File: src/hw/fcra_pkg.sv
// Package of constants and types for the flash code-read accelerator.
package fcra_pkg;
	// ==========================================
	// Geometry
	localparam int unsigned CELL_BITS = 128;
	localparam int unsigned ADDR_BITS = 28;
	localparam int unsigned CELL_LSB = 4;
	localparam int unsigned WS_BITS = 4;
	localparam int unsigned LOOP_CELLS = 2;
	// ==========================================
	// Reset values
	localparam logic LOOP_OPT_RESET = 1'h1;
	localparam logic SEQ_DIS_RESET = 1'h0;
	localparam logic [3:0] WS_RESET = 4'h0;
	// ==========================================
	// Fetch engine states
	typedef enum logic [1:0] {
		FCRA_IDLE = 2'h0,
		FCRA_WAIT = 2'h1,
		FCRA_DONE = 2'h3
	} fcra_state_type;
endpackage

File: src/hw/fcra_top.sv
// Top of the flash code-read accelerator: prefetch, wait states, loop cache.
// What this block does
// - First sequential access waits states plus one.
// - Loop optimisation only while enable bit set.
// - Loop enable bit comes up set after reset.
// - Disabled or sequential-off bypasses loop buffers.
// - Backward jump switches to loop read path.
// - First backward branch caches two target cells.
// - Prefetch plus loop cache gives wait-free loops.
`timescale 1ns/1ps
`default_nettype none
module fcra_top #(
	parameter int unsigned CELL_W = fcra_pkg::CELL_BITS,
	parameter int unsigned ADDR_W = fcra_pkg::ADDR_BITS
) (
	input wire logic clk,
	input wire logic rst_b,
	input wire logic [fcra_pkg::WS_BITS-1:0] flash_wait_states,
	input wire logic cfg_write,
	input wire logic loop_opt_enable_in,
	input wire logic sequential_opt_disable_in,
	input wire logic fetch_req,
	input wire logic [ADDR_W-1:0] fetch_addr,
	output logic fetch_ready,
	output logic [CELL_W-1:0] fetch_data,
	output logic fetch_from_loop,
	output logic loop_opt_enable,
	output logic sequential_opt_disable,
	output logic flash_req,
	output logic [ADDR_W-1:0] flash_addr,
	input wire logic [CELL_W-1:0] flash_rdata
);
	localparam int unsigned TAG_W = ADDR_W - fcra_pkg::CELL_LSB;
	// ==========================================
	// Flash mode register bits
	// Both bits load from one write, so the loop path is never left half enabled.
	always_ff @(posedge clk) begin
		if (!rst_b) begin
			loop_opt_enable <= fcra_pkg::LOOP_OPT_RESET;
			sequential_opt_disable <= fcra_pkg::SEQ_DIS_RESET;
		end else if (cfg_write) begin
			loop_opt_enable <= loop_opt_enable_in;
			sequential_opt_disable <= sequential_opt_disable_in;
		end
	end

	logic loop_on;
	assign loop_on = loop_opt_enable && !sequential_opt_disable;

	// ==========================================
	// Fetch engine
	fcra_pkg::fcra_state_type state_q;
	logic [fcra_pkg::WS_BITS-1:0] cnt_q;
	logic [TAG_W-1:0] last_tag_q;
	logic last_vld_q;
	logic [TAG_W-1:0] req_tag;
	logic seq_hit;
	logic backward;
	logic loop_hit;
	logic [CELL_W-1:0] loop_data;
	logic [TAG_W-1:0] cur_tag_q;
	logic [CELL_W-1:0] pf_data_q;
	logic pf_vld_q;
	logic [TAG_W-1:0] pf_tag_q;
	logic fill_now;
	logic take;
	logic fast_hit;
	logic answer_now;
	logic capture_now;
	logic pf_load_q;
	logic cache_fill;
	logic [TAG_W-1:0] cache_fill_tag;
	localparam logic [fcra_pkg::CELL_LSB-1:0] CELL_ZERO = '0;

	// ==========================================
	// Cell decoding
	function automatic logic [TAG_W-1:0] cell_of(input logic [ADDR_W-1:0] addr);
		cell_of = addr[ADDR_W-1:fcra_pkg::CELL_LSB];
	endfunction

	function automatic logic [TAG_W-1:0] next_cell(input logic [TAG_W-1:0] tag);
		next_cell = tag + TAG_W'(1'h1);
	endfunction

	assign req_tag = cell_of(fetch_addr);
	assign backward = last_vld_q && req_tag < last_tag_q;
	// Sequential hits come from the prefetched next cell, ready one cycle after.
	assign seq_hit = !sequential_opt_disable && pf_vld_q && pf_tag_q == req_tag;
	assign fill_now = state_q == fcra_pkg::FCRA_WAIT && cnt_q == '0;
	// A request still held while its answer stands must not be taken a second time.
	assign take = state_q == fcra_pkg::FCRA_IDLE && fetch_req && !fetch_ready;
	assign fast_hit = (loop_hit && loop_on) || seq_hit;
	assign answer_now = fill_now || (take && fast_hit);
	assign capture_now = take && backward && !loop_hit && loop_on;
	// The loop cache fills from demand misses and from the prefetch of the following cell.
	assign cache_fill = (fill_now || pf_load_q) && loop_on;
	assign cache_fill_tag = pf_load_q ? cell_of(flash_addr) : cur_tag_q;

	always_ff @(posedge clk) begin
		if (!rst_b) begin
			state_q <= fcra_pkg::FCRA_IDLE;
			cnt_q <= '0;
			cur_tag_q <= '0;
		end else begin
			unique case (state_q)
				fcra_pkg::FCRA_IDLE: begin
					if (take && !fast_hit) begin
						state_q <= fcra_pkg::FCRA_WAIT;
						cnt_q <= flash_wait_states;
						cur_tag_q <= req_tag;
					end
				end
				fcra_pkg::FCRA_WAIT: begin
					if (cnt_q == '0) begin
						state_q <= fcra_pkg::FCRA_DONE;
					end else begin
						cnt_q <= cnt_q - 1'h1;
					end
				end
				fcra_pkg::FCRA_DONE: begin
					// This cycle carries the prefetch read that follows a miss.
					state_q <= fcra_pkg::FCRA_IDLE;
				end
				// The unused code 2'h2 is never entered; it falls back to idle should it appear.
				default: begin
					state_q <= fcra_pkg::FCRA_IDLE;
				end
			endcase
		end
	end

	// ==========================================
	// Answer and history
	always_ff @(posedge clk) begin
		if (!rst_b) begin
			fetch_ready <= 1'h0;
			fetch_data <= '0;
			fetch_from_loop <= 1'h0;
			last_vld_q <= 1'h0;
			last_tag_q <= '0;
		end else begin
			fetch_ready <= 1'h0;
			fetch_from_loop <= 1'h0;
			// Loop hits win over the prefetch, so the loop flag marks every cached cell served.
			if (take && loop_hit && loop_on) begin
				fetch_ready <= 1'h1;
				fetch_data <= loop_data;
				fetch_from_loop <= 1'h1;
				last_tag_q <= req_tag;
				last_vld_q <= 1'h1;
			end else if (take && seq_hit) begin
				fetch_ready <= 1'h1;
				fetch_data <= pf_data_q;
				last_tag_q <= req_tag;
				last_vld_q <= 1'h1;
			end else if (fill_now) begin
				fetch_ready <= 1'h1;
				fetch_data <= flash_rdata;
				last_tag_q <= cur_tag_q;
				last_vld_q <= 1'h1;
			end
		end
	end

	// ==========================================
	// Flash port and next-cell prefetch
	// The cycle after each answer reads the following cell, so a straight run of fetches waits only on its first cell while sequential_opt_disable is clear.
	// The port is taken to return a cell in that one cycle; a slower array needs a wider read here.
	always_ff @(posedge clk) begin
		if (!rst_b) begin
			flash_req <= 1'h0;
			pf_load_q <= 1'h0;
		end else begin
			flash_req <= take && !fast_hit;
			pf_load_q <= answer_now;
		end
	end

	always_ff @(posedge clk) begin
		if (!rst_b) begin
			flash_addr <= '0;
		end else if (answer_now) begin
			flash_addr <= {next_cell(fill_now ? cur_tag_q : req_tag), CELL_ZERO};
		end else if (take) begin
			flash_addr <= {req_tag, CELL_ZERO};
		end
	end

	always_ff @(posedge clk) begin
		if (!rst_b) begin
			pf_vld_q <= 1'h0;
			pf_tag_q <= '0;
			pf_data_q <= '0;
		end else if (pf_load_q) begin
			pf_vld_q <= 1'h1;
			pf_tag_q <= cell_of(flash_addr);
			pf_data_q <= flash_rdata;
		end else if (take) begin
			pf_vld_q <= 1'h0;
		end
	end

	// ==========================================
	// Loop-entry cache
	// Disabling the loop path clears the cache, so re-enabling it never serves old cells.
	fcra_loop_cache #(
		.CELL_W(CELL_W),
		.TAG_W(TAG_W)
	) u_loop (
		.clk(clk),
		.rst_b(rst_b),
		.enable(loop_on),
		.capture_start(capture_now),
		.start_tag(req_tag),
		.fill_valid(cache_fill),
		.fill_tag(cache_fill_tag),
		.fill_data(flash_rdata),
		.look_tag(req_tag),
		.hit(loop_hit),
		.hit_data(loop_data)
	);
endmodule
`default_nettype wire

File: src/hw/fcra_loop_cache.sv
// Two-cell loop-entry cache holding the cells at a backward-branch target.
`timescale 1ns/1ps
`default_nettype none
module fcra_loop_cache #(
	parameter int unsigned CELL_W = fcra_pkg::CELL_BITS,
	parameter int unsigned TAG_W = fcra_pkg::ADDR_BITS - fcra_pkg::CELL_LSB
) (
	input wire logic clk,
	input wire logic rst_b,
	input wire logic enable,
	input wire logic capture_start,
	input wire logic [TAG_W-1:0] start_tag,
	input wire logic fill_valid,
	input wire logic [TAG_W-1:0] fill_tag,
	input wire logic [CELL_W-1:0] fill_data,
	input wire logic [TAG_W-1:0] look_tag,
	output logic hit,
	output logic [CELL_W-1:0] hit_data
);
	// ==========================================
	// Storage
	logic [TAG_W-1:0] base_q;
	logic [fcra_pkg::LOOP_CELLS-1:0] valid_q;
	logic [CELL_W-1:0] data_q [fcra_pkg::LOOP_CELLS];
	logic [TAG_W-1:0] off;

	always_ff @(posedge clk) begin
		if (!rst_b || !enable) begin
			valid_q <= '0;
		end else if (capture_start) begin
			valid_q <= '0;
		end else if (fill_valid && fill_tag - base_q < TAG_W'(fcra_pkg::LOOP_CELLS)) begin
			valid_q[fill_tag[0] ^ base_q[0]] <= 1'h1;
		end
	end

	always_ff @(posedge clk) begin
		if (!rst_b) begin
			base_q <= '0;
		end else if (capture_start) begin
			base_q <= start_tag;
		end
	end

	always_ff @(posedge clk) begin
		// Only cells inside the window are kept, so a far fill cannot overwrite a valid entry.
		if (fill_valid && !capture_start && fill_tag - base_q < TAG_W'(fcra_pkg::LOOP_CELLS)) begin
			data_q[fill_tag[0] ^ base_q[0]] <= fill_data;
		end
	end

	always_comb begin
		off = look_tag - base_q;
		hit = 1'h0;
		hit_data = data_q[look_tag[0] ^ base_q[0]];
		if (enable && off < TAG_W'(fcra_pkg::LOOP_CELLS)) begin
			hit = valid_q[look_tag[0] ^ base_q[0]];
		end
	end
endmodule
`default_nettype wire

File: config.mk
export PLATFORM = sky130hd
export DESIGN_NAME = fcra_top
export DESIGN_NICKNAME = d
export VERILOG_FILES = /design/src/hw/fcra_pkg.sv /design/src/hw/fcra_top.sv /design/src/hw/fcra_loop_cache.sv
export SDC_FILE = /design/constraint.sdc
export NUM_CORES = 1
export LEC_CHECK = 0
export ABC_AREA = 1
export BUFFER_PORTS_ARGS = -buffer_cell sky130_fd_sc_hd__clkbuf_2
export CORE_MARGIN = 5
export CORE_UTILIZATION = 55
export DETAILED_ROUTE_END_ITERATION = 8
export PLACE_DENSITY = 0.75
export SETUP_SLACK_MARGIN = 0.1
export SLEW_MARGIN = 15
export SYNTH_ARGS = -nofsm -noshare
export SYNTH_HDL_FRONTEND = slang
export SYNTH_SLANG_ARGS = --single-unit
File: constraint.sdc
create_clock -name clk -period 10.8 [get_ports clk]
set_input_delay 0.54 -clock clk [delete_from_list [all_inputs] [get_ports clk]]
set_output_delay 0.54 -clock clk [all_outputs]
set_load 0.02 [all_outputs]
Yosys cells after proc, flatten, opt, wreduce, memory -nomap -nowiden
Memory sizes are Yosys's and may differ from the RTL's.
Cells that the tools add are included.

cells by class
  reduce and logical (&&, ||, !) cells = 43
  $lt $le $gt $ge = 6
  mux-type cells = 32
  bitwise logic cells = 3
  add/subtract/negate cells = 4
  eq/ne operators = 5

operators by type and width
  cell                     count
  $mux W128                3
  $mux W24                 5
  $mux W28                 2
  $lt A24 B2 Y1 const B    2
  $sub A24 B24 Y24         2
  $add A24 B1 Y24 const B  1
  $eq A24 B24 Y1           1
  $lt A24 B24 Y1           1
  $logic_and A1 B1 Y1      22
  $mux W1                  15
  $mux W4                  2
  $pmux W4 S2              1
  $logic_not A1 Y1         7
  $reduce_bool A2 Y1       3
  $logic_not A4 Y1         1
  $logic_or A1 B1 Y1       4
  $lt A1 B2 Y1 const B     2
  $mux W2                  2
  $ne A2 B1 Y1 const B     2
  $pmux W2 S2              1
  $reduce_and A2 Y1        2
  $sub A4 B1 Y4 const B    1
  $reduce_and A3 Y1        1
  $reduce_bool A3 Y1       1
  other kinds (8)          9

word-level totals
  bits in writable memories = 256
  output and inout bits = 161
  flip-flop bits (word level) = 392
  memories kept = 1
  input bits = 166
  logic and storage cells = 112

memory list
  name           words  width  rd ports  clocked after Yosys merged registers in  wr ports  RTL line               RTL
  u_loop.data_q  2      128    1         0                                        1         fcra_loop_cache.sv:24  logic [CELL_W-1:0] data_q [fcra_pkg::LOOP_CELLS];

Logic depth before layout (Yosys ltp)
  word-level depth = 12
  gate-level depth with buffers = 25
  gate-level depth less buffers = 23

Hierarchy
From an unflattened synthesis, not the netlist that was laid out.

unflattened totals
  cells, all modules = 3660
  area total of the unflattened synthesis = 30864.6 um2

by module, submodules not included
  module           cells an instance  sequential area each (um2)  area each (um2)  instances
  fcra_top         2491               7327.0                      17451.7          1
  fcra_loop_cache  1169               8207.9                      13412.9          1

Worst setup path after synthesis
No wires, ideal clock.

  path kind = register -> register
  from = register pf_load_q
  to = memory u_loop.data_q[0][0] (netlist bit), enable pin
  data arrival time = 8.096 ns
  slack = 2.087 ns
  period minus slack after synthesis = 8.713 ns
  cell stages (with the launch flop) = 18
  required time = 10.183 ns
  setup time = 0.617 ns
  path buffers = 2
  path through = dfxtp_1 clkbuf_1 clkbuf_1 o21a_1 ha_1 inv_1 fa_1 nand3_1 nand3_1 nand2_1 nand2_1 nand3_1 nand3_1 nand2_1 nand2_1 nor4_1 nand4_1 nor2_1

on the way
  cells in the longest elaborated chain, start to end = 6
  elaborated cells between the ends (all ways) = 10
  those cells by class = add/sub: 1; order compare: 1; mux: 3; bitwise: 1; reduce/logical: 4

ends and longest elaborated chain
  item                                                     RTL line                               RTL
  from (decl)                                              fcra_top.sv:70                         logic pf_load_q;
  from (signal assigned)                                   fcra_top.sv:175                        pf_load_q <= answer_now;
  $mux W24 or $logic_or A1 B1 Y1 (tied branches)           fcra_top.sv:97, fcra_top.sv:96
  $sub A24 B24 Y24 or $logic_and A1 B1 Y1 (tied branches)  fcra_loop_cache.sv:47, fcra_top.sv:96
  $lt A24 B2 Y1 or $logic_and A1 B1 Y1 (tied branches)     fcra_loop_cache.sv:47                  if (fill_valid && !capture_start && fill_tag - base_q < TAG_W'(fcra_pkg::LOOP_CELLS)) begin
  $logic_and A1 B1 Y1                                      fcra_loop_cache.sv:47
  $mux W1                                                  fcra_loop_cache.sv:47
  $mux W1 (implied by the code)                            fcra_loop_cache.sv:48                  data_q[fill_tag[0] ^ base_q[0]] <= fill_data;
  to (decl)                                                fcra_loop_cache.sv:24

Parallel ways exist; a longest one is shown, timed or not.

Final worst setup path
  from = register u_loop.base_q[0]
  to = register fetch_data[1]

on the way
  cells in the longest elaborated chain, start to end = 7
  elaborated cells between the ends (all ways) = 12
  those cells by class = add/sub: 1; order compare: 1; mux: 4; bitwise: 1; reduce/logical: 4; memory: 1

ends and longest elaborated chain
  item                                                       RTL line                                                             RTL
  from (decl)                                                fcra_loop_cache.sv:22                                                logic [TAG_W-1:0] base_q;
  from (signal assigned)                                     fcra_loop_cache.sv:41                                                base_q <= start_tag;
  $sub A24 B24 Y24 or $xor A1 B1 Y1 (tied branches)          fcra_loop_cache.sv:53, fcra_loop_cache.sv:55, fcra_loop_cache.sv:57
  $lt A24 B2 Y1 or $mux W1 (tied branches)                   fcra_loop_cache.sv:56, fcra_loop_cache.sv:57
  $logic_and A1 B1 Y1 or $mux W1 (tied branches)             fcra_loop_cache.sv:56, fcra_loop_cache.sv:57
  $mux W1                                                    fcra_loop_cache.sv:56                                                if (enable && off < TAG_W'(fcra_pkg::LOOP_CELLS)) begin
  $logic_and A1 B1 Y1 (2 in a row)                           fcra_top.sv:145                                                      if (take && loop_hit && loop_on) begin
  $reduce_bool A3 Y1 (no line) or $mux W128 (tied branches)  n/a
  to (signal assigned)                                       fcra_top.sv:147                                                      fetch_data <= loop_data;
  to (signal assigned)                                       fcra_top.sv:153                                                      fetch_data <= pf_data_q;
  to (signal assigned)                                       fcra_top.sv:158                                                      fetch_data <= flash_rdata;
  to (decl)                                                  fcra_top.sv:25                                                       output logic [CELL_W-1:0] fetch_data,

Parallel ways exist; a longest one is shown, timed or not. The select of a mux whose other input is x is not followed.
A chain may end at the register's enable or synchronous reset.

==> results.cfg <==
[detailed_routing]
vias_per_cell = 5.36
wl_met1_mm = 38.1
vias = 27100
wl_met3_mm = 7.16
met2WireLength_mm = 40.9
drtIter0Drc = 2389
routed_wirelength_mm = 89.3
topRoutingLayerUsed = met5
drt_first_pass_iters = 8
ant_nets = 0
drc_errors = 0
avgRoutedWirePerCell_um = 17.6

[cts]
cts_root_buf = clkbuf_16
cts-resized-gates = 0
clk_pin_slew_ps = 60
cts_setup_buffers = 0
cts_tree = built
cts_max_level = 3
cts_sinks = 648
clockBufferDepth = 3
numCtsBuffers = 69
clock_latency_ps = 610
ctsHoldBuffers = 0

[sta]
hold_viol = 0
worst_pin_slew_ps = 1100
max_freq_ghz = 0.178
setup_viol = 0
fin_crit_sh_pct = 52.1
relSlewSlack_pct = 26.6
finClkSkew_ps = 26.6
maxSlewViolCount = 0
fin_crit_ps = 5620
fin_setup_tns_ps = 0
rsz0062_at_grt = false

[global_route]
grt_pass1_wl_mm = 139
grt_pass1_vias = 25300
gr-total-overflow = 0
grt_max_degree = 129
groute.usage.overall_pct = 27.3
antenna_found_initial = 9

[placed_design]
io_buffers = 318
dp_cells = 4931
place_hpwl_mm = 57.2
gp_congestion = 0.927

[synth]
yosysUniqueCellTypes = 54
synth_edf_count = 256
syn_inst = 4017
syn_area_per_cell_sq_um = 7.90
ys_async_sr_fraction_pct = 0
yosys.area_share.simple_pct = 23.9
syn_area_sq_um = 31700
ys_ff_latch = 648
synthXorXnorAreaFrac_pct = 1.16
synth_compound_area_share_pct = 11.0
seq_area_frac_synth_pct = 49.0
synth_top_family_by_area = simple AND/OR/NAND/NOR gates
ys_warn_count = 0
muxShareOfSynthArea_pct = 4.54
ys.flop_type = dfxtp_1
synthAdderAreaFrac_pct = 2.93

[floorplan]
io-pin-count = 327
fp.dieH_um = 250
fp-row-count = 88
core-area_sq_um = 57400
initial_core_util_pct = 55.3
die-area_sq_um = 62600
die_x_um = 250

[run_status]
status = finished clean

[power]
p_switching_w = 0.00182
clockPowerShare_pct = 37.2
combPwrFrac_pct = 18.4
switching_share_pct = 29.5
ir_drop_mv = 0.132
p_int_w = 0.00436
pwr-share-seq_pct = 44.3
power.leakage_nw = 16.0
pwr_density_cell_nw_per_um2 = 173

[setup_path]
crit_type = reg2reg
critPathCaptureType = flop
cp_max_fo = 81
required_ps = 11340
cp.arrival_ps = 6160
cp-start-kind = flop
timing.reg2reg.setup_slack_ps = 5180

[layout]
multiInputGateArea_sq_um = 13900
final_common_cell = nand2_1
fin_cells = 5065
syn_to_final_growth_pct = 12.9
post-route-util_pct = 62.4
drive_gt1_share_pct = 14.7
final_nets = 4476
mostFrequentLayoutCells = 1423 x nand2_1, 401 x o21ai_0, 391 x dfxtp_1
nFillCells = 5099
ff_latch_area_sq_um = 15500

[flow_run]
maxCapViolations = 0

[hold_path]
min_path_type = in2reg
cells in the mapped netlist, types with 22 or more instances:
| cell type | count | area, sq um |
|---|---|---|
| edfxtp_1 | 256 | 7690 |
| buf_2 | 41 | 205 |
| clkbuf_1 | 119 | 447 |
| ha_1 | 71 | 888 |
| o21ai_0 | 401 | 2010 |
| nand4_1 | 59 | 369 |
| dfxtp_1 | 392 | 7850 |
| mux2_2 | 128 | 1440 |
| inv_1 | 347 | 1300 |
| nor2_1 | 188 | 706 |
| nand3_1 | 118 | 591 |
| a21oi_1 | 248 | 1240 |
| nand2_1 | 1424 | 5350 |
| xor2_1 | 22 | 193 |
per-layer routing:
| metal | up-vias | GRT usage, % |
|---|---|---|
| met5 | - | 0 |
| li1 | 13600 | - |
| met4 | 2 | 9.90 |
| met3 | 160 | 5.34 |
| met1 | 12400 | 36.8 |
| met2 | 956 | 44.3 |
power by group through the flow:
stage / Sequential, W / Combinational, W / Clock (W)
finish: 0.00274 / 0.00114 / 0.00230
global route: 0.00276 / 0.00127 / 0.00244
CTS: 0.00274 / 0.00113 / 0.00235
detailed placement: 0.00279 / 0.00112 / 0
global placement: 0.00279 / 0.00111 / 0
floorplan: 0.00285 / 0.000711 / 0
kinds of logic (layout without fill, tap and decap cells):
family,after synthesis,after routing
simple gates,1874,1874
compound gates,682,682
flops,648,648
buf+inv,569,839
mux,128,128
fa+ha+maj,73,73
xor+xnor,42,42
other cells,1,14
critical path, stage by stage, from the launching register on:
cell	delay [ps]
dfxtp_1	340
ha_4	630
buf_4	610
o21ai_0	330
nand2_1	120
nor2_1	60
nand3_1	110
nor2_1	60
nand2_1	60
nor2_1	40
nand3_1	140
nor2_2	90
nand3_4	150
nand3_4	360
nor2_4	650
buf_4	890
buf_4	570
nand2_1	100
nand2_1	80
metrics by stage:
step	hold slack [ps]	worst slack (ps)	cell area [sq um]	total power [W]
global route	130	4890	35800	0.00647
detailed placement	438	4700	33600	0.00391
floorplan	426	2090	31700	0.00356
CTS	117	5170	35800	0.00621
global placement	436	4760	33600	0.00390
finish	148	5180	35800	0.00619
worst paths after layout:
kind | start | end | cells after the start
max | u_loop.base_q[0]$_SDFFE_PN0P_ | fetch_data[1]$_SDFFE_PN0P_ | 18
min | flash_rdata[127] | u_loop.data_q[0][127]$_DFFE_PP_ | 1
max reg2reg | u_loop.base_q[0]$_SDFFE_PN0P_ | fetch_data[1]$_SDFFE_PN0P_ | 18
min reg2reg | pf_data_q[48]$_SDFFE_PN0P_ | pf_data_q[48]$_SDFFE_PN0P_ | 2
state kept, by name, indices dropped and copies added, names as in the netlist, 4 cells and up:
register / flops
pf_tag_q: 24
cnt_q: 4
fetch_data: 128
u_loop.data_q: 256
pf_data_q: 128
cur_tag_q: 24
u_loop.base_q: 24
flash_addr: 24
last_tag_q: 24
cell type report:
cell class	instances	area share (%)
Multi-Input combinational cell	2803	38.8
Inverter	370	3.91
Timing Repair Buffer	345	5.10
Clock buffer	99	5.36
Clock inverter	25	0.706
Tap cell	765	2.67
Antenna cell	10	0.0699
Sequential cell	648	43.4
Note: power is estimated with default switching activity, not from simulation.
